==> config.mk <==
export PLATFORM = sky130hd
export DESIGN_NAME = dbfsp_host
export DESIGN_NICKNAME = d
export VERILOG_FILES = /design/src/inc/dbfsp_pkg.sv /design/src/rtl/dbfsp_bus_cycle.sv /design/src/rtl/dbfsp_host.sv
export SDC_FILE = /design/constraint.sdc
export NUM_CORES = 1
export LEC_CHECK = 0
export BUFFER_PORTS_ARGS = -buffer_cell sky130_fd_sc_hd__clkbuf_2
export CAP_MARGIN = 20
export CORE_ASPECT_RATIO = 1.2
export CORE_MARGIN = 5
export CORE_UTILIZATION = 45
export CTS_BUF_LIST = sky130_fd_sc_hd__clkbuf_8
export DETAILED_ROUTE_END_ITERATION = 10
export PLACE_DENSITY = 0.63
export SETUP_SLACK_MARGIN = 0.05
export SKIP_LAST_GASP = 1
export SLEW_MARGIN = 5
export SYNTH_ARGS = -nofsm -noshare
export SYNTH_HDL_FRONTEND = slang
export SYNTH_SLANG_ARGS = --single-unit
==> constraint.sdc <==
create_clock -name aclk -period 2.8 [get_ports aclk]
set_input_delay 0.14 -clock aclk [delete_from_list [all_inputs] [get_ports aclk]]
set_output_delay 0.14 -clock aclk [all_outputs]
set_load 0.005 [all_outputs]
==> src/inc/dbfsp_pkg.sv <==
package dbfsp_pkg;
  localparam int CLK_PERIOD_PS = 5000;
  // host-side bus cycle timing, in ns
  localparam int SETUP_NS = 10;
  localparam int WE_PULSE_NS = 40;
  localparam int HOLD_NS = 10;
  localparam int READ_CYCLE_NS = 70;
  localparam int RESET_PULSE_MIN_NS = 500;
  localparam int RESET_RECOVERY_NS = 50;
  // least times, rounded up to whole cycles
  localparam logic [7:0] SETUP_CYC = 8'((SETUP_NS * 1000 + CLK_PERIOD_PS - 1) / CLK_PERIOD_PS);
  localparam logic [7:0] WE_CYC = 8'((WE_PULSE_NS * 1000 + CLK_PERIOD_PS - 1) / CLK_PERIOD_PS);
  localparam logic [7:0] HOLD_CYC = 8'((HOLD_NS * 1000 + CLK_PERIOD_PS - 1) / CLK_PERIOD_PS);
  localparam logic [7:0] READ_CYC = 8'((READ_CYCLE_NS * 1000 + CLK_PERIOD_PS - 1) / CLK_PERIOD_PS);
  localparam logic [7:0] RST_PULSE_CYC =
    8'((RESET_PULSE_MIN_NS * 1000 + CLK_PERIOD_PS - 1) / CLK_PERIOD_PS);
  localparam logic [7:0] RST_RECOV_CYC =
    8'((RESET_RECOVERY_NS * 1000 + CLK_PERIOD_PS - 1) / CLK_PERIOD_PS);
  localparam logic [7:0] SYNC_CYC = 8'h02;
  // own registers
  localparam logic [7:0] REG_CTRL = 8'h00;
  localparam logic [7:0] REG_ADDR = 8'h04;
  localparam logic [7:0] REG_WDATA = 8'h08;
  localparam logic [7:0] REG_STATUS = 8'h0c;
  localparam logic [7:0] REG_RDATA = 8'h10;
  localparam int CTRL_START = 0;
  localparam int CTRL_OP = 1;
  localparam int CTRL_X16 = 4;
  localparam int CTRL_UNLOCK = 5;
  localparam int CTRL_HRESET = 6;
  localparam logic RST_X16 = 1'b1;
  localparam logic RST_LOCK_N = 1'b0;
  localparam logic [1:0] RESP_OKAY = 2'h0;
  localparam logic [1:0] RESP_SLVERR = 2'h2;
  // operations
  localparam logic [2:0] OP_READ = 3'h0;
  localparam logic [2:0] OP_PROG = 3'h1;
  localparam logic [2:0] OP_SECT = 3'h2;
  localparam logic [2:0] OP_BLOCK = 3'h3;
  localparam logic [2:0] OP_CHIP = 3'h4;
  localparam logic [2:0] OP_SUSP = 3'h5;
  localparam logic [2:0] OP_RESUME = 3'h6;
  localparam logic [2:0] OP_QUERY = 3'h7;
  // device command codes and unlock addresses
  localparam logic [7:0] CMD_UNLOCK1 = 8'haa;
  localparam logic [7:0] CMD_UNLOCK2 = 8'h55;
  localparam logic [7:0] CMD_ERASE_SETUP = 8'h80;
  localparam logic [7:0] CMD_PROGRAM = 8'ha0;
  localparam logic [7:0] CMD_SECTOR = 8'h50;
  localparam logic [7:0] CMD_BLOCK = 8'h30;
  localparam logic [7:0] CMD_CHIP = 8'h10;
  localparam logic [7:0] CMD_SUSPEND = 8'hb0;
  localparam logic [7:0] CMD_RESUME = 8'h30;
  localparam logic [7:0] CMD_QUERY = 8'h98;
  localparam logic [19:0] ADDR_UNLOCK1 = 20'h00555;
  localparam logic [19:0] ADDR_UNLOCK2 = 20'h002aa;
  localparam logic [19:0] ADDR_QUERY = 20'h00055;
  localparam int TOGGLE_BIT = 6;
  typedef enum logic [5:0] {
    S_IDLE = 6'h01, S_CYC = 6'h02, S_WAIT = 6'h04,
    S_POLL = 6'h08, S_RST = 6'h10, S_REC = 6'h20
  } dbfsp_mst_t;
  typedef enum logic [4:0] {
    C_IDLE = 5'h01, C_SETUP = 5'h02, C_PULSE = 5'h04, C_HOLD = 5'h08, C_READ = 5'h10
  } dbfsp_cst_t;
endpackage : dbfsp_pkg

==> src/rtl/dbfsp_bus_cycle.sv <==
`timescale 1ns/100ps
module dbfsp_bus_cycle (
  input wire logic aclk,
  input wire logic aresetn,
  input wire logic start,
  input wire logic wr,
  input wire logic [19:0] addr,
  input wire logic lsb,
  input wire logic [15:0] wdata,
  input wire logic x16,
  output logic done,
  output logic [15:0] rdata,
  output logic ce_n,
  output logic oe_n,
  output logic we_n,
  output logic [19:0] a,
  output logic [15:0] dq_o,
  output logic [15:0] dq_oe,
  input wire logic [15:0] dq_i
);
  typedef struct packed {
    dbfsp_pkg::dbfsp_cst_t st;
    logic [7:0] cnt;
    logic ce_n;
    logic oe_n;
    logic we_n;
    logic [19:0] a;
    logic [15:0] dq_o;
    logic [15:0] dq_oe;
    logic [15:0] rdata;
    logic done;
    logic [15:0] s1;
    logic [15:0] s2;
  } dbfsp_cyc_t;
  localparam dbfsp_cyc_t CYC_RESET = '{st: dbfsp_pkg::C_IDLE, ce_n: 1'b1, oe_n: 1'b1,
                                       we_n: 1'b1, default: '0};
  dbfsp_cyc_t s_ff;
  dbfsp_cyc_t nxt_s;

  ////////////////////////////////////////////////////////////////////////////
  always_comb begin
    nxt_s = s_ff;
    nxt_s.done = 1'b0;
    nxt_s.s1 = dq_i;
    nxt_s.s2 = s_ff.s1;
    nxt_s.cnt = 8'(s_ff.cnt + 8'h01);
    case (s_ff.st)
      dbfsp_pkg::C_IDLE: begin
        nxt_s.cnt = 8'h00;
        if (start) begin
          nxt_s.a = addr;
          nxt_s.ce_n = 1'b0;
          if (wr) begin
            nxt_s.dq_o = x16 ? wdata : {lsb, 7'h00, wdata[7:0]};
            nxt_s.dq_oe = x16 ? 16'hffff : 16'h80ff;
            nxt_s.st = dbfsp_pkg::C_SETUP;
          end else begin
            nxt_s.dq_o = {lsb, 15'h0000};
            nxt_s.dq_oe = x16 ? 16'h0000 : 16'h8000;
            nxt_s.oe_n = 1'b0;
            nxt_s.st = dbfsp_pkg::C_READ;
          end
        end
      end
      dbfsp_pkg::C_SETUP: begin
        if (s_ff.cnt == 8'(dbfsp_pkg::SETUP_CYC - 8'h01)) begin
          nxt_s.cnt = 8'h00;
          nxt_s.we_n = 1'b0;
          nxt_s.st = dbfsp_pkg::C_PULSE;
        end
      end
      dbfsp_pkg::C_PULSE: begin
        if (s_ff.cnt == 8'(dbfsp_pkg::WE_CYC - 8'h01)) begin
          nxt_s.cnt = 8'h00;
          nxt_s.we_n = 1'b1;
          nxt_s.st = dbfsp_pkg::C_HOLD;
        end
      end
      dbfsp_pkg::C_HOLD: begin
        if (s_ff.cnt == 8'(dbfsp_pkg::HOLD_CYC - 8'h01)) begin
          nxt_s.ce_n = 1'b1;
          nxt_s.dq_oe = 16'h0000;
          nxt_s.done = 1'b1;
          nxt_s.st = dbfsp_pkg::C_IDLE;
        end
      end
      dbfsp_pkg::C_READ: begin
        // sample only after access time plus synchroniser lag
        if (s_ff.cnt == 8'(dbfsp_pkg::READ_CYC + dbfsp_pkg::SYNC_CYC - 8'h01)) begin
          nxt_s.rdata = x16 ? s_ff.s2 : {8'h00, s_ff.s2[7:0]};
          nxt_s.ce_n = 1'b1;
          nxt_s.oe_n = 1'b1;
          nxt_s.dq_oe = 16'h0000;
          nxt_s.done = 1'b1;
          nxt_s.st = dbfsp_pkg::C_IDLE;
        end
      end
      default: nxt_s = CYC_RESET;
    endcase
  end

  always_ff @(posedge aclk) begin
    if (!aresetn) begin
      s_ff <= CYC_RESET;
    end else begin
      s_ff <= nxt_s;
    end
  end

  assign done = s_ff.done;
  assign rdata = s_ff.rdata;
  assign ce_n = s_ff.ce_n;
  assign oe_n = s_ff.oe_n;
  assign we_n = s_ff.we_n;
  assign a = s_ff.a;
  assign dq_o = s_ff.dq_o;
  assign dq_oe = s_ff.dq_oe;

  ////////////////////////////////////////////////////////////////////////////
  property p_we_width;
    @(posedge aclk) disable iff (!aresetn)
    $fell(we_n) |-> (!we_n && !ce_n)[*8] ##1 we_n;
  endproperty
  a_we_width: assert property (p_we_width) else $error("write strobe width wrong");

  property p_no_inhibit;
    @(posedge aclk) disable iff (!aresetn)
    !we_n |-> (oe_n && !ce_n);
  endproperty
  a_no_inhibit: assert property (p_no_inhibit) else $error("write under inhibit");
endmodule : dbfsp_bus_cycle

==> src/rtl/dbfsp_host.sv <==
// Added by the designer: the AXI4-Lite slave port and the address map.
`timescale 1ns/100ps
// Overview of operation
// - status is read only at an address in the busy bank.
// - host raises lock input before a command, holds it until done.
// - an operation cut by hard reset must be restarted by software.
// - program uses two unlock writes and a command write first, erase a six-write sequence.
// - bad sequence aborts; upper data byte driven to valid levels in x16 mode, bits 14:8 released in x8.
// - query entered by three writes or one write to x55, left by exit.
module dbfsp_host (
  input wire logic aclk,
  input wire logic aresetn,
  input wire logic [7:0] awaddr,
  input wire logic awvalid,
  output logic awready,
  input wire logic [31:0] wdata,
  input wire logic [3:0] wstrb,
  input wire logic wvalid,
  output logic wready,
  output logic [1:0] bresp,
  output logic bvalid,
  input wire logic bready,
  input wire logic [7:0] araddr,
  input wire logic arvalid,
  output logic arready,
  output logic [31:0] rdata,
  output logic [1:0] rresp,
  output logic rvalid,
  input wire logic rready,
  output logic flash_ce_n,
  output logic flash_oe_n,
  output logic flash_we_n,
  output logic [19:0] flash_addr,
  output logic [15:0] flash_dq_o,
  output logic [15:0] flash_dq_oe,
  input wire logic [15:0] flash_dq_i,
  output logic flash_width_sel,
  output logic flash_lock_n,
  output logic flash_hard_rst_n,
  input wire logic completion_flag_n
);
  typedef struct packed {
    dbfsp_pkg::dbfsp_mst_t st;
    logic [2:0] op;
    logic [2:0] step;
    logic [20:0] taddr;
    logic [15:0] wdat;
    logic x16;
    logic lock_n;
    logic hrst_n;
    logic hreset_req;
    logic go;
    logic [7:0] cnt;
    logic tog;
    logic have_prev;
    logic polling;
    logic last;
    logic busy_op;
    logic done;
    logic aborted;
    logic [15:0] rd;
    logic cyc_start;
    logic cyc_wr;
    logic [19:0] cyc_addr;
    logic cyc_lsb;
    logic [15:0] cyc_wd;
    logic bvalid;
    logic [1:0] bresp;
    logic rvalid;
    logic [1:0] rresp;
    logic [31:0] rdat;
    logic rdy1;
    logic rdy2;
  } dbfsp_host_t;
  localparam dbfsp_host_t HOST_RESET = '{st: dbfsp_pkg::S_IDLE, x16: dbfsp_pkg::RST_X16,
                                         lock_n: dbfsp_pkg::RST_LOCK_N, hrst_n: 1'b1,
                                         default: '0};
  dbfsp_host_t s_ff;
  dbfsp_host_t nxt_s;
  logic cyc_done;
  logic [15:0] cyc_rdata;
  logic wr_fire;
  logic ar_fire;

  function automatic logic is_long_op(input logic [2:0] op);
    return op == dbfsp_pkg::OP_PROG || op == dbfsp_pkg::OP_SECT ||
           op == dbfsp_pkg::OP_BLOCK || op == dbfsp_pkg::OP_CHIP;
  endfunction : is_long_op

  // returns {last, data_cycle, address, data} for one command write
  function automatic logic [37:0] seq_item(input logic [2:0] op, input logic [2:0] st,
                                           input logic [19:0] ta, input logic [15:0] wd);
    logic [19:0] bk;
    logic [19:0] a;
    logic [7:0] c;
    logic [15:0] d;
    logic last;
    logic dat;
    bk = {ta[19:18], 18'h00000};
    a = bk | dbfsp_pkg::ADDR_UNLOCK1;
    c = dbfsp_pkg::CMD_UNLOCK1;
    last = 1'b0;
    dat = 1'b0;
    d = 16'h0000;
    if (!is_long_op(op)) begin
      last = 1'b1;
      a = ta;
      c = (op == dbfsp_pkg::OP_SUSP) ? dbfsp_pkg::CMD_SUSPEND : dbfsp_pkg::CMD_RESUME;
      if (op == dbfsp_pkg::OP_QUERY) begin
        a = bk | dbfsp_pkg::ADDR_QUERY;
        c = dbfsp_pkg::CMD_QUERY;
      end
    end else if (st == 3'h1 || st == 3'h4) begin
      a = bk | dbfsp_pkg::ADDR_UNLOCK2;
      c = dbfsp_pkg::CMD_UNLOCK2;
    end else if (st == 3'h2) begin
      c = (op == dbfsp_pkg::OP_PROG) ? dbfsp_pkg::CMD_PROGRAM : dbfsp_pkg::CMD_ERASE_SETUP;
    end else if (st == 3'h3 && op == dbfsp_pkg::OP_PROG) begin
      a = ta;
      last = 1'b1;
      dat = 1'b1;
    end else if (st == 3'h5) begin
      last = 1'b1;
      c = dbfsp_pkg::CMD_CHIP;
      if (op != dbfsp_pkg::OP_CHIP) begin
        a = ta;
        dat = 1'b1;
        c = (op == dbfsp_pkg::OP_SECT) ? dbfsp_pkg::CMD_SECTOR : dbfsp_pkg::CMD_BLOCK;
      end
    end
    // upper byte clean
    // upper byte of command writes is driven low in x16 mode; in x8 mode only bit 15 of it is driven
    d = (dat && op == dbfsp_pkg::OP_PROG) ? wd : {8'h00, c};
    return {last, dat, a, d};
  endfunction : seq_item

  assign wr_fire = awvalid && wvalid && !s_ff.bvalid;
  assign ar_fire = arvalid && !s_ff.rvalid;

  ////////////////////////////////////////////////////////////////////////////
  always_comb begin
    logic [37:0] item;
    logic t;
    item = seq_item(s_ff.op, s_ff.step, s_ff.taddr[19:0], s_ff.wdat);
    t = cyc_rdata[dbfsp_pkg::TOGGLE_BIT];
    nxt_s = s_ff;
    nxt_s.cyc_start = 1'b0;
    nxt_s.rdy1 = completion_flag_n;
    nxt_s.rdy2 = s_ff.rdy1;
    nxt_s.cnt = 8'(s_ff.cnt + 8'h01);
    case (s_ff.st)
      dbfsp_pkg::S_IDLE: begin
        if (s_ff.hreset_req) begin
          nxt_s.hreset_req = 1'b0;
          nxt_s.hrst_n = 1'b0;
          nxt_s.cnt = 8'h00;
          nxt_s.st = dbfsp_pkg::S_RST;
        end else if (s_ff.go) begin
          nxt_s.go = 1'b0;
          nxt_s.step = 3'h0;
          nxt_s.done = 1'b0;
          nxt_s.aborted = 1'b0;
          nxt_s.polling = 1'b0;
          nxt_s.st = dbfsp_pkg::S_CYC;
        end
      end
      dbfsp_pkg::S_CYC: begin
        nxt_s.cyc_start = 1'b1;
        nxt_s.st = dbfsp_pkg::S_WAIT;
        if (s_ff.op == dbfsp_pkg::OP_READ) begin
          nxt_s.cyc_wr = 1'b0;
          nxt_s.cyc_addr = s_ff.taddr[19:0];
          nxt_s.cyc_lsb = s_ff.taddr[20];
        end else begin
          nxt_s.cyc_wr = 1'b1;
          nxt_s.last = item[37];
          nxt_s.cyc_lsb = item[36] & s_ff.taddr[20];
          nxt_s.cyc_addr = item[35:16];
          nxt_s.cyc_wd = item[15:0];
        end
      end
      dbfsp_pkg::S_POLL: begin
        if (s_ff.hreset_req) begin
          // flag the cut operation for a restart
          nxt_s.aborted = 1'b1;
          nxt_s.hreset_req = 1'b0;
          nxt_s.hrst_n = 1'b0;
          nxt_s.cnt = 8'h00;
          nxt_s.st = dbfsp_pkg::S_RST;
        end else begin
          nxt_s.cyc_start = 1'b1;
          nxt_s.cyc_wr = 1'b0;
          nxt_s.cyc_addr = s_ff.taddr[19:0];
          nxt_s.cyc_lsb = s_ff.taddr[20];
          nxt_s.polling = 1'b1;
          nxt_s.st = dbfsp_pkg::S_WAIT;
        end
      end
      dbfsp_pkg::S_WAIT: begin
        if (cyc_done) begin
          if (s_ff.polling) begin
            // two equal toggle reads end it
            if (s_ff.have_prev && t == s_ff.tog) begin
              nxt_s.done = 1'b1;
              nxt_s.busy_op = 1'b0;
              nxt_s.polling = 1'b0;
              nxt_s.rd = cyc_rdata;
              nxt_s.st = dbfsp_pkg::S_IDLE;
            end else begin
              nxt_s.tog = t;
              nxt_s.have_prev = 1'b1;
              nxt_s.st = dbfsp_pkg::S_POLL;
            end
          end else if (s_ff.op == dbfsp_pkg::OP_READ) begin
            nxt_s.rd = cyc_rdata;
            nxt_s.done = 1'b1;
            nxt_s.st = dbfsp_pkg::S_IDLE;
          end else if (s_ff.last) begin
            nxt_s.busy_op = is_long_op(s_ff.op);
            nxt_s.have_prev = 1'b0;
            nxt_s.done = !is_long_op(s_ff.op);
            nxt_s.st = is_long_op(s_ff.op) ? dbfsp_pkg::S_POLL : dbfsp_pkg::S_IDLE;
          end else begin
            nxt_s.step = 3'(s_ff.step + 3'h1);
            nxt_s.st = dbfsp_pkg::S_CYC;
          end
        end
      end
      dbfsp_pkg::S_RST: begin
        // hold hard reset for its least pulse
        if (s_ff.cnt == 8'(dbfsp_pkg::RST_PULSE_CYC - 8'h01)) begin
          nxt_s.hrst_n = 1'b1;
          nxt_s.cnt = 8'h00;
          nxt_s.st = dbfsp_pkg::S_REC;
        end
      end
      dbfsp_pkg::S_REC: begin
        if (s_ff.cnt == 8'(dbfsp_pkg::RST_RECOV_CYC - 8'h01)) begin
          nxt_s.busy_op = 1'b0;
          nxt_s.polling = 1'b0;
          nxt_s.done = 1'b1;
          nxt_s.st = dbfsp_pkg::S_IDLE;
        end
      end
      default: nxt_s.st = dbfsp_pkg::S_IDLE;
    endcase
    // bus side comes last so a software set wins over a same-cycle clear
    if (s_ff.bvalid && bready) begin
      nxt_s.bvalid = 1'b0;
    end
    if (s_ff.rvalid && rready) begin
      nxt_s.rvalid = 1'b0;
    end
    if (wr_fire) begin
      nxt_s.bvalid = 1'b1;
      nxt_s.bresp = dbfsp_pkg::RESP_OKAY;
      if (awaddr == dbfsp_pkg::REG_CTRL) begin
        if (wdata[dbfsp_pkg::CTRL_HRESET]) begin
          nxt_s.hreset_req = 1'b1;
        end
        // lock level only changes between operations
        if (s_ff.st == dbfsp_pkg::S_IDLE) begin
          nxt_s.go = wdata[dbfsp_pkg::CTRL_START];
          nxt_s.op = wdata[dbfsp_pkg::CTRL_OP +: 3];
          nxt_s.x16 = wdata[dbfsp_pkg::CTRL_X16];
          nxt_s.lock_n = wdata[dbfsp_pkg::CTRL_UNLOCK];
        end
      end else if (awaddr == dbfsp_pkg::REG_ADDR) begin
        if (s_ff.st == dbfsp_pkg::S_IDLE) begin
          nxt_s.taddr = wdata[20:0];
        end
      end else if (awaddr == dbfsp_pkg::REG_WDATA) begin
        if (s_ff.st == dbfsp_pkg::S_IDLE) begin
          nxt_s.wdat = wdata[15:0];
        end
      end else if (awaddr != dbfsp_pkg::REG_STATUS && awaddr != dbfsp_pkg::REG_RDATA) begin
        nxt_s.bresp = dbfsp_pkg::RESP_SLVERR;
      end
    end
    if (ar_fire) begin
      nxt_s.rvalid = 1'b1;
      nxt_s.rresp = dbfsp_pkg::RESP_OKAY;
      nxt_s.rdat = 32'h00000000;
      if (araddr == dbfsp_pkg::REG_CTRL) begin
        nxt_s.rdat = {26'h0, s_ff.lock_n, s_ff.x16, s_ff.op, 1'b0};
      end else if (araddr == dbfsp_pkg::REG_ADDR) begin
        nxt_s.rdat = {11'h0, s_ff.taddr};
      end else if (araddr == dbfsp_pkg::REG_WDATA) begin
        nxt_s.rdat = {16'h0, s_ff.wdat};
      end else if (araddr == dbfsp_pkg::REG_STATUS) begin
        nxt_s.rdat = {27'h0, s_ff.busy_op, s_ff.rdy2, s_ff.aborted, s_ff.done,
                      s_ff.st != dbfsp_pkg::S_IDLE};
      end else if (araddr == dbfsp_pkg::REG_RDATA) begin
        nxt_s.rdat = {16'h0, s_ff.rd};
      end else begin
        nxt_s.rresp = dbfsp_pkg::RESP_SLVERR;
      end
    end
  end

  always_ff @(posedge aclk) begin
    if (!aresetn) begin
      s_ff <= HOST_RESET;
    end else begin
      s_ff <= nxt_s;
    end
  end

  ////////////////////////////////////////////////////////////////////////////
  dbfsp_bus_cycle u_cycle (
    .aclk(aclk),
    .aresetn(aresetn),
    .start(s_ff.cyc_start),
    .wr(s_ff.cyc_wr),
    .addr(s_ff.cyc_addr),
    .lsb(s_ff.cyc_lsb),
    .wdata(s_ff.cyc_wd),
    .x16(s_ff.x16),
    .done(cyc_done),
    .rdata(cyc_rdata),
    .ce_n(flash_ce_n),
    .oe_n(flash_oe_n),
    .we_n(flash_we_n),
    .a(flash_addr),
    .dq_o(flash_dq_o),
    .dq_oe(flash_dq_oe),
    .dq_i(flash_dq_i)
  );

  assign awready = wr_fire;
  assign wready = wr_fire;
  assign bvalid = s_ff.bvalid;
  assign bresp = s_ff.bresp;
  assign arready = !s_ff.rvalid;
  assign rvalid = s_ff.rvalid;
  assign rresp = s_ff.rresp;
  assign rdata = s_ff.rdat;
  assign flash_width_sel = s_ff.x16;
  assign flash_lock_n = s_ff.lock_n;
  assign flash_hard_rst_n = s_ff.hrst_n;

  ////////////////////////////////////////////////////////////////////////////
  property p_poll_bank;
    @(posedge aclk) disable iff (!aresetn)
    (s_ff.cyc_start && s_ff.polling) |=>
      (flash_addr == s_ff.taddr[19:0] && flash_addr[19:18] == s_ff.taddr[19:18]);
  endproperty
  a_poll_bank: assert property (p_poll_bank) else $error("poll outside busy bank");

  property p_lock_stable;
    @(posedge aclk) disable iff (!aresetn)
    (s_ff.st != dbfsp_pkg::S_IDLE) |=> $stable(flash_lock_n);
  endproperty
  a_lock_stable: assert property (p_lock_stable) else $error("lock moved mid operation");

  property p_abort_flag;
    @(posedge aclk) disable iff (!aresetn)
    ($fell(flash_hard_rst_n) && s_ff.busy_op) |-> s_ff.aborted;
  endproperty
  a_abort_flag: assert property (p_abort_flag) else $error("cut operation not flagged");

  property p_first_unlock;
    @(posedge aclk) disable iff (!aresetn)
    (s_ff.cyc_start && s_ff.cyc_wr && s_ff.step == 3'h0 && is_long_op(s_ff.op)) |->
      (s_ff.cyc_wd[7:0] == dbfsp_pkg::CMD_UNLOCK1) ##1 !flash_ce_n;
  endproperty
  a_first_unlock: assert property (p_first_unlock) else $error("sequence lacks unlock");

  property p_erase_len;
    @(posedge aclk) disable iff (!aresetn)
    (s_ff.cyc_start && s_ff.last && is_long_op(s_ff.op)) |->
      (s_ff.step == ((s_ff.op == dbfsp_pkg::OP_PROG) ? 3'h3 : 3'h5));
  endproperty
  a_erase_len: assert property (p_erase_len) else $error("sequence length wrong");

  property p_upper_byte;
    @(posedge aclk) disable iff (!aresetn)
    (s_ff.cyc_start && s_ff.cyc_wr && !(s_ff.op == dbfsp_pkg::OP_PROG && s_ff.step == 3'h3))
      |-> (s_ff.cyc_wd[15:8] == 8'h00);
  endproperty
  a_upper_byte: assert property (p_upper_byte) else $error("upper byte not clean");

  property p_query;
    @(posedge aclk) disable iff (!aresetn)
    (s_ff.cyc_start && s_ff.op == dbfsp_pkg::OP_QUERY) |->
      (s_ff.cyc_addr[17:0] == dbfsp_pkg::ADDR_QUERY[17:0] &&
       s_ff.cyc_wd[7:0] == dbfsp_pkg::CMD_QUERY && s_ff.cyc_addr[19:18] == s_ff.taddr[19:18]);
  endproperty
  a_query: assert property (p_query) else $error("query entry write wrong");

  property p_toggle_done;
    @(posedge aclk) disable iff (!aresetn)
    (s_ff.st == dbfsp_pkg::S_WAIT && s_ff.polling && cyc_done) |=>
      ((s_ff.st == dbfsp_pkg::S_IDLE) == ($past(s_ff.have_prev) &&
       $past(cyc_rdata[dbfsp_pkg::TOGGLE_BIT]) == $past(s_ff.tog)));
  endproperty
  a_toggle_done: assert property (p_toggle_done) else $error("completion misjudged");
endmodule : dbfsp_host

==> impl_metrics.py, run 1 <==
metrics = {
    "timing": {
        "setup_violations": 0,
        "max_slew_margin": 0.3930,
        "finalCriticalPeriod_ns": 2.342,
        "rsz0062_at_grt": "no",
        "fin_tns_setup_ns": 0,
        "report.final.slew_viol_count": 0,
        "period_share": 0.8365,
        "fmax_mhz": 426.9,
        "final-hold-violation-count": 0,
        "finalClockSkew_ns": 0.02241,
        "setup_ws_ns": 0.4578,
        "tightest_slew_ns": 0.9087,
    },
    "placed_design": {
        "portBuffers": 146,
        "place_congestion": 0.8788,
        "dp.final_hpwl_microns": 20720,
        "dp_slack_ns": 0.4887,
        "dp_cells": 1572,
        "place_area_sq_um": 11450,
    },
    "detailed_routing": {
        "dr.pass1.iters": 6,
        "vias": 9058,
        "wirelength_microns": 28980,
        "drcViolationCount": 0,
        "drtAntennaViolNets": 0,
        "wl_per_cell_microns": 17.14,
        "via_per_inst": 5.357,
        "drt_iter0_drc": 604,
    },
    "power_and_ir_drop": {
        "swShare": 0.2396,
        "power_leakage_uw": 0.005303,
        "power_density_nw_per_um2": 599.9,
        "comb_power_share": 0.072,
        "p_sw_uw": 1838,
        "seq_power_share": 0.487,
        "vdd.ir_drop.worst_mv": 0.3641,
        "intPower_uw": 5832,
        "clockPowerShare": 0.441,
    },
    "run": {
        "max-cap-violations": 0,
    },
    "logic_synthesis": {
        "ys_top_cells_by_count": "255 x dfxtp_1, 138 x nand2_1, 111 x nor2_1",
        "synth.distinct_cells": 87,
        "seq_area_frac_synth": 0.4615,
        "synth_flop_cell": "dfxtp_1",
        "synth_top_area_frac": 0.4615,
        "yosys-top-cells-area": "dfxtp_1 46%, buf_4 6.2%, mux2i_1 4.7%",
        "synth_top_cell_by_area": "dfxtp_1",
        "syn_avg_cell_area_sq_um": 8.957,
        "ys_seq_elements": 255,
        "synth-edff-count": 0,
        "syn_area_sq_um": 11060,
        "syn_inst": 1235,
        "synth.most_common_cell": "dfxtp_1",
        "async_flop_share": 0,
        "ys_warn_count": 0,
    },
    "setup_path": {
        "path_cells": "nor4_1 > a22oi_1 > a211oi_2 > nor3_4 > buf_4 > a32o_1",
        "cp_num_buf_inv": 1,
        "crit_type": "register to register",
        "start_kind": "register",
        "reg2regPathDepth": 6,
        "cp.required_ns": 3.23,
        "crit_family": "compound AO/OA/AOI/OAI gates",
        "end_kind": "register",
        "rr_startpoint": "u_cycle.s_ff[112]",
        "critical-path-slowest-cell": "nor4_1",
        "reg2reg_slack_ns": 0.46,
        "worstReg2RegEnd": "u_cycle.dq_o[14]",
        "arrival_ns": 2.77,
        "max_stage_delay_ns": 0.52,
        "crit_fanout": 17,
    },
    "global_routing": {
        "grt_first_pass_wirelength_microns": 45670,
        "grt_pass1_vias": 8645,
        "track_usage": 0.1995,
        "overflow": 0,
        "grt_max_degree": 82,
        "grt_antenna_before_repair": 0,
    },
    "floorplan": {
        "dieWidth_microns": 153.1,
        "fp.dieH_microns": 181.8,
        "core_sq_um": 24130,
        "initial_core_util": 0.4585,
        "row_count": 62,
        "ios": 175,
        "die-area_sq_um": 27830,
    },
    "clock_network": {
        "clk_pin_slew_worst_paths_ns": 0.06,
        "cts_root_buf": "clkbuf_8",
        "htree_levels": 2,
        "cts.sinks": 255,
        "ctsResizeCount": 0,
        "cts_buffers": 43,
        "clock_path_buffers": 3,
        "cts_tree": "done",
        "postCtsSetupBuffers": 0,
        "clock_latency_ns": 0.55,
    },
    "layout": {
        "final_util": 0.5300,
        "nFillCells": 2219,
        "syn_to_final_growth_pct": 15.59,
        "n_antenna_cell": 0,
        "fin_nets": 1428,
        "drive_gt1_frac": 0.1911,
        "fin_cells": 1691,
        "fin_area_sq_um": 12790,
    },
    "worst_hold_path": {
        "min_to": "bresp[1]",
        "hp-class": "input pin to register",
        "hold_depth": 4,
        "hp-start": "awaddr[6]",
    },
    "outcome": {
        "status": "completed",
    },
}
worst max path at each step:
stage | start | end | slack [ns] | depth (start not counted)
after floorplan | s_ff[154] | s_ff[43] | 0.61 | 9
after global placement | u_cycle.s_ff[114] | u_cycle.dq_o[12] | 0.47 | 6
after detailed placement | s_ff[158] | s_ff[67] | 0.49 | 5
after CTS | u_cycle.s_ff[112] | u_cycle.dq_o[14] | 0.45 | 6
after global routing | s_ff[159] | s_ff[79] | 0.29 | 5
final | u_cycle.s_ff[112] | u_cycle.dq_o[14] | 0.46 | 6
what timing repair did:
action,in CTS,in global routing
hold buffers,46,0
endpoints found under the hold margin,64,0
endpoints found under the setup margin,0,0
state kept, by name, summed over array words and instances, names as in the netlist, 3 cells and up, named ones only:
register       cells
rdata             21
u_cycle.a         20
u_cycle.rdata     16
u_cycle.s_ff      45
u_cycle.dq_o      16
s_ff             121
u_cycle.dq_oe      3
power groups by stage:
stage / combinational [uW] / clock, uW / sequential, uW
global route: 614 / 3630 / 3740
detailed placement: 502 / 0 / 3820
CTS: 555 / 3470 / 3740
finish: 552 / 3380 / 3740
floorplan: 359 / 0 / 3800
global placement: 498 / 0 / 3810
kinds of logic (layout without fill, tap and decap cells):
logic type | count (synthesis) | count (layout) | synth area share
adders and majority gates | 9 | 9 | 0.01018
and+or+nand+nor | 440 | 440 | 0.1956
AOI/OAI and AO/OA | 269 | 269 | 0.1677
other | 1 | 13 | 0.0003390
buffers and inverters | 185 | 309 | 0.09818
DFF | 255 | 255 | 0.4615
muxes | 54 | 54 | 0.04909
xor gates and xnor gates | 22 | 22 | 0.01742
routing by layer:
layer  share of wire  up-vias  global-route usage
met1            0.42     4237              0.2509
met4           0.032        0             0.07736
met3           0.066       56             0.04595
li1                -     4467                   -
met2            0.48      298              0.3326
met5               0        -                   0
final cells by class:
cell class | instances | area [sq um] | area share
flip-flops and latches | 255 | 5105 | 0.3993
repair buffers | 219 | 1406 | 0.1100
clock buffers | 51 | 701.9 | 0.05490
well taps | 320 | 400.4 | 0.03131
clock inverters | 22 | 177.7 | 0.01390
inverters | 17 | 65.06 | 0.005089
multi-input cells | 807 | 4930 | 0.3856
placed cells by master (no fill, tap or decap), drive strengths merged, types with 11 or more instances in the layout:
cell type    count
xor2            11
a21oi           87
nand2          139
clkbuf         197
nor3            13
a22o            31
dfxtp          255
mux2i           52
conb            13
buf             27
nor2b           39
nand3           57
o211ai          12
xnor2           11
nor2           113
dlygate4sd3     46
inv             29
o21ai           46
worst register-to-register path: cells and delay by family, from the launching register on:
| kind | cells | cell delay [ns] |
|---|---|---|
| AOI/OAI and AO/OA | 3 | 1.02 |
| buffers and inverters | 1 | 0.21 |
| DFF | 1 | 0.40 |
| and+or+nand+nor | 2 | 0.60 |
metrics by stage:
stage	hold WS, ns	total power, uW
global route	0.03797	7985
floorplan	0.2390	4159
detailed placement	0.3343	4319
global placement	0.3270	4312
CTS	0.001359	7760
finish	0.01130	7670
Note: power is estimated with default switching activity, not from simulation.
==> inputs of run 2 (changes only) <==
PLACE_DENSITY = 0.65   (was 0.63)
clock period = 2.1 ns   (was 2.8 ns; I/O delays follow)
==> run 2 against run 1 <==
Net effect: the run now ends with negative setup slack left; clock skew decreased by 0.0036 ns; clock power increased by 33%; sequential cell count unchanged; sequential power increased by 33%; critical endpoint is now s_ff[74]; highest routed layer unchanged.
==> impl_metrics.py, run 2 (synthesis gave the netlist of run 1 again) <==
metrics = {
    "clock_network": {
        "clk_pin_slew_worst_paths_ns": 0.06,
        "htree_levels": 2,
        "cts_buffers": 41,
        "clock_path_buffers": 3,
        "cts_tree": "done",
        "cts.sinks": 255,
        "cts_root_buf": "clkbuf_8",
        "clock_latency_ns": 0.55,
    },
    "floorplan": {
        "core_sq_um": 24130,
        "row_count": 62,
        "die-area_sq_um": 27830,
        "ios": 175,
        "dieWidth_microns": 153.1,
        "fp.dieH_microns": 181.8,
        "initial_core_util": 0.4585,
    },
    "timing": {
        "report.final.slew_viol_count": 0,
        "rsz0062_at_grt": "yes",
        "tightest_slew_ns": 0.7461,
        "finalClockSkew_ns": 0.01877,
        "fmax_mhz": 467.3,
        "period_share": 1.019,
        "finalCriticalPeriod_ns": 2.140,
        "setup_violations": 17,
        "max_slew_margin": 0.5008,
        "final-hold-violation-count": 0,
        "setup_ws_ns": -0.04008,
    },
    "run": {
        "max-cap-violations": 0,
    },
    "worst_hold_path": {
        "hp-class": "input pin to register",
    },
    "detailed_routing": {
        "vias": 9281,
        "dr.pass1.iters": 5,
        "wirelength_microns": 29660,
        "via_per_inst": 5.261,
        "wl_per_cell_microns": 16.81,
        "drtAntennaViolNets": 0,
        "drcViolationCount": 0,
        "drt_iter0_drc": 555,
    },
    "layout": {
        "fin_area_sq_um": 13690,
        "mostFrequentLayoutCells": "249 x dfxtp_1, 146 x clkbuf_2, 137 x nand2_1",
        "syn_to_final_growth_pct": 23.73,
        "fin_nets": 1497,
        "largest_register": "s_ff",
        "final_common_cell": "dfxtp_1",
        "drive_gt1_frac": 0.2507,
        "largest_reg_flops": 121,
        "n_antenna_cell": 0,
    },
    "placed_design": {
        "dp.final_hpwl_microns": 21430,
        "place_congestion": 0.9098,
        "portBuffers": 146,
        "dp_slack_ns": 0.009255,
        "place_area_sq_um": 11990,
    },
    "setup_path": {
        "start_kind": "register",
        "end_kind": "register",
        "crit_fanout": 7,
        "cp.required_ns": 2.58,
        "arrival_ns": 2.62,
        "crit_type": "register to register",
    },
    "power_and_ir_drop": {
        "power_leakage_uw": 0.005738,
        "totalPowerFinal_uw": 10370,
        "vdd.ir_drop.worst_mv": 0.6208,
        "power_density_nw_per_um2": 757.7,
    },
    "global_routing": {
        "overflow": 0,
        "track_usage": 0.2055,
        "grt_pass1_vias": 9011,
        "grt_first_pass_wirelength_microns": 47330,
        "grt_antenna_before_repair": 0,
        "grt_max_degree": 33,
    },
    "outcome": {
        "violations": "negative setup slack",
        "status": "finished with violations",
    },
}
## run 2: cell count changes in the layout (fill, tap and decap cells not counted), moves of 4 or more
cell	previous run	this run
dfxtp_1	255	249
nor2_1	111	107
dfxtp_2	0	6
clkbuf_8	51	61
buf_12	1	9
buf_6	0	6
nor2_2	2	6
buf_4	26	77
dlygate4sd3_1	46	51
## run 2: report_power, final
part | leakage, uW | internal, uW | switching [uW]
combinational | 0.00316 | 381 | 512
sequential | 0.00206 | 4940 | 35.5
clock | 0.000510 | 2570 | 1940
## run 2: metrics by stage
| stage | setup TNS (ns) | util | hold slack [ns] | instances |
|---|---|---|---|---|
| 6_report | -0.3871 | 0.5673 | 0.06263 | 1764 |
| 5_1_grt | -2.118 | 0.5673 | 0.07718 | 1764 |
| 4_1_cts | 0 | 0.5577 | 0.008248 | 1755 |
| 3_5_place_dp | 0 | 0.4971 | 0.2969 | 1629 |
| 3_3_place_gp | 0 | 0.4971 | 0.2917 | 1629 |
| 2_1_floorplan | -0.06886 | - | 0.2040 | 1247 |
## run 2: layout make-up
type	instances	area, sq um
multi-input cells	807	5110
clock buffers	61	839.6
well taps	320	400.4
clock inverters	14	67.56
repair buffers	290	2092
flip-flops and latches	255	5112
inverters	17	65.06
fillers	2122	10440
## run 2: final timing paths
check,start,end,slack [ns],cells after the start
min reg2reg,u_cycle.s_ff[28],u_cycle.s_ff[12],0.43,1
max,s_ff[158],s_ff[74],-0.04,6
min,awvalid,bresp[1],0.06,3
max reg2reg,s_ff[158],s_ff[74],-0.04,6
## run 2: routing by layer
| layer | vias to the layer above | routed length (microns) | global-route usage |
|---|---|---|---|
| li1 | 4621 | - | - |
| met1 | 4309 | 12790 | 0.2640 |
| met2 | 298 | 14150 | 0.3476 |
| met3 | 53 | 1869 | 0.04071 |
| met4 | 0 | 852 | 0.06631 |
| met5 | - | 0 | 0 |
## run 2: timing repair
item                                   4_1_cts  5_1_grt
endpoints found under the hold margin       75        0
buffers inserted                             0        9
setup endpoints to repair                   46      158
gates cloned                                 0        1
hold buffers                                51        0
pin swaps                                    3       22
resized for setup                            8       34
## run 2: critical path, cell delays in order (launching register included)
cell     delay [ns]
dfxtp_2        0.32
or4_4          0.53
or4b_4         0.63
buf_6          0.17
o22ai_4        0.16
buf_6          0.15
a22o_1         0.12
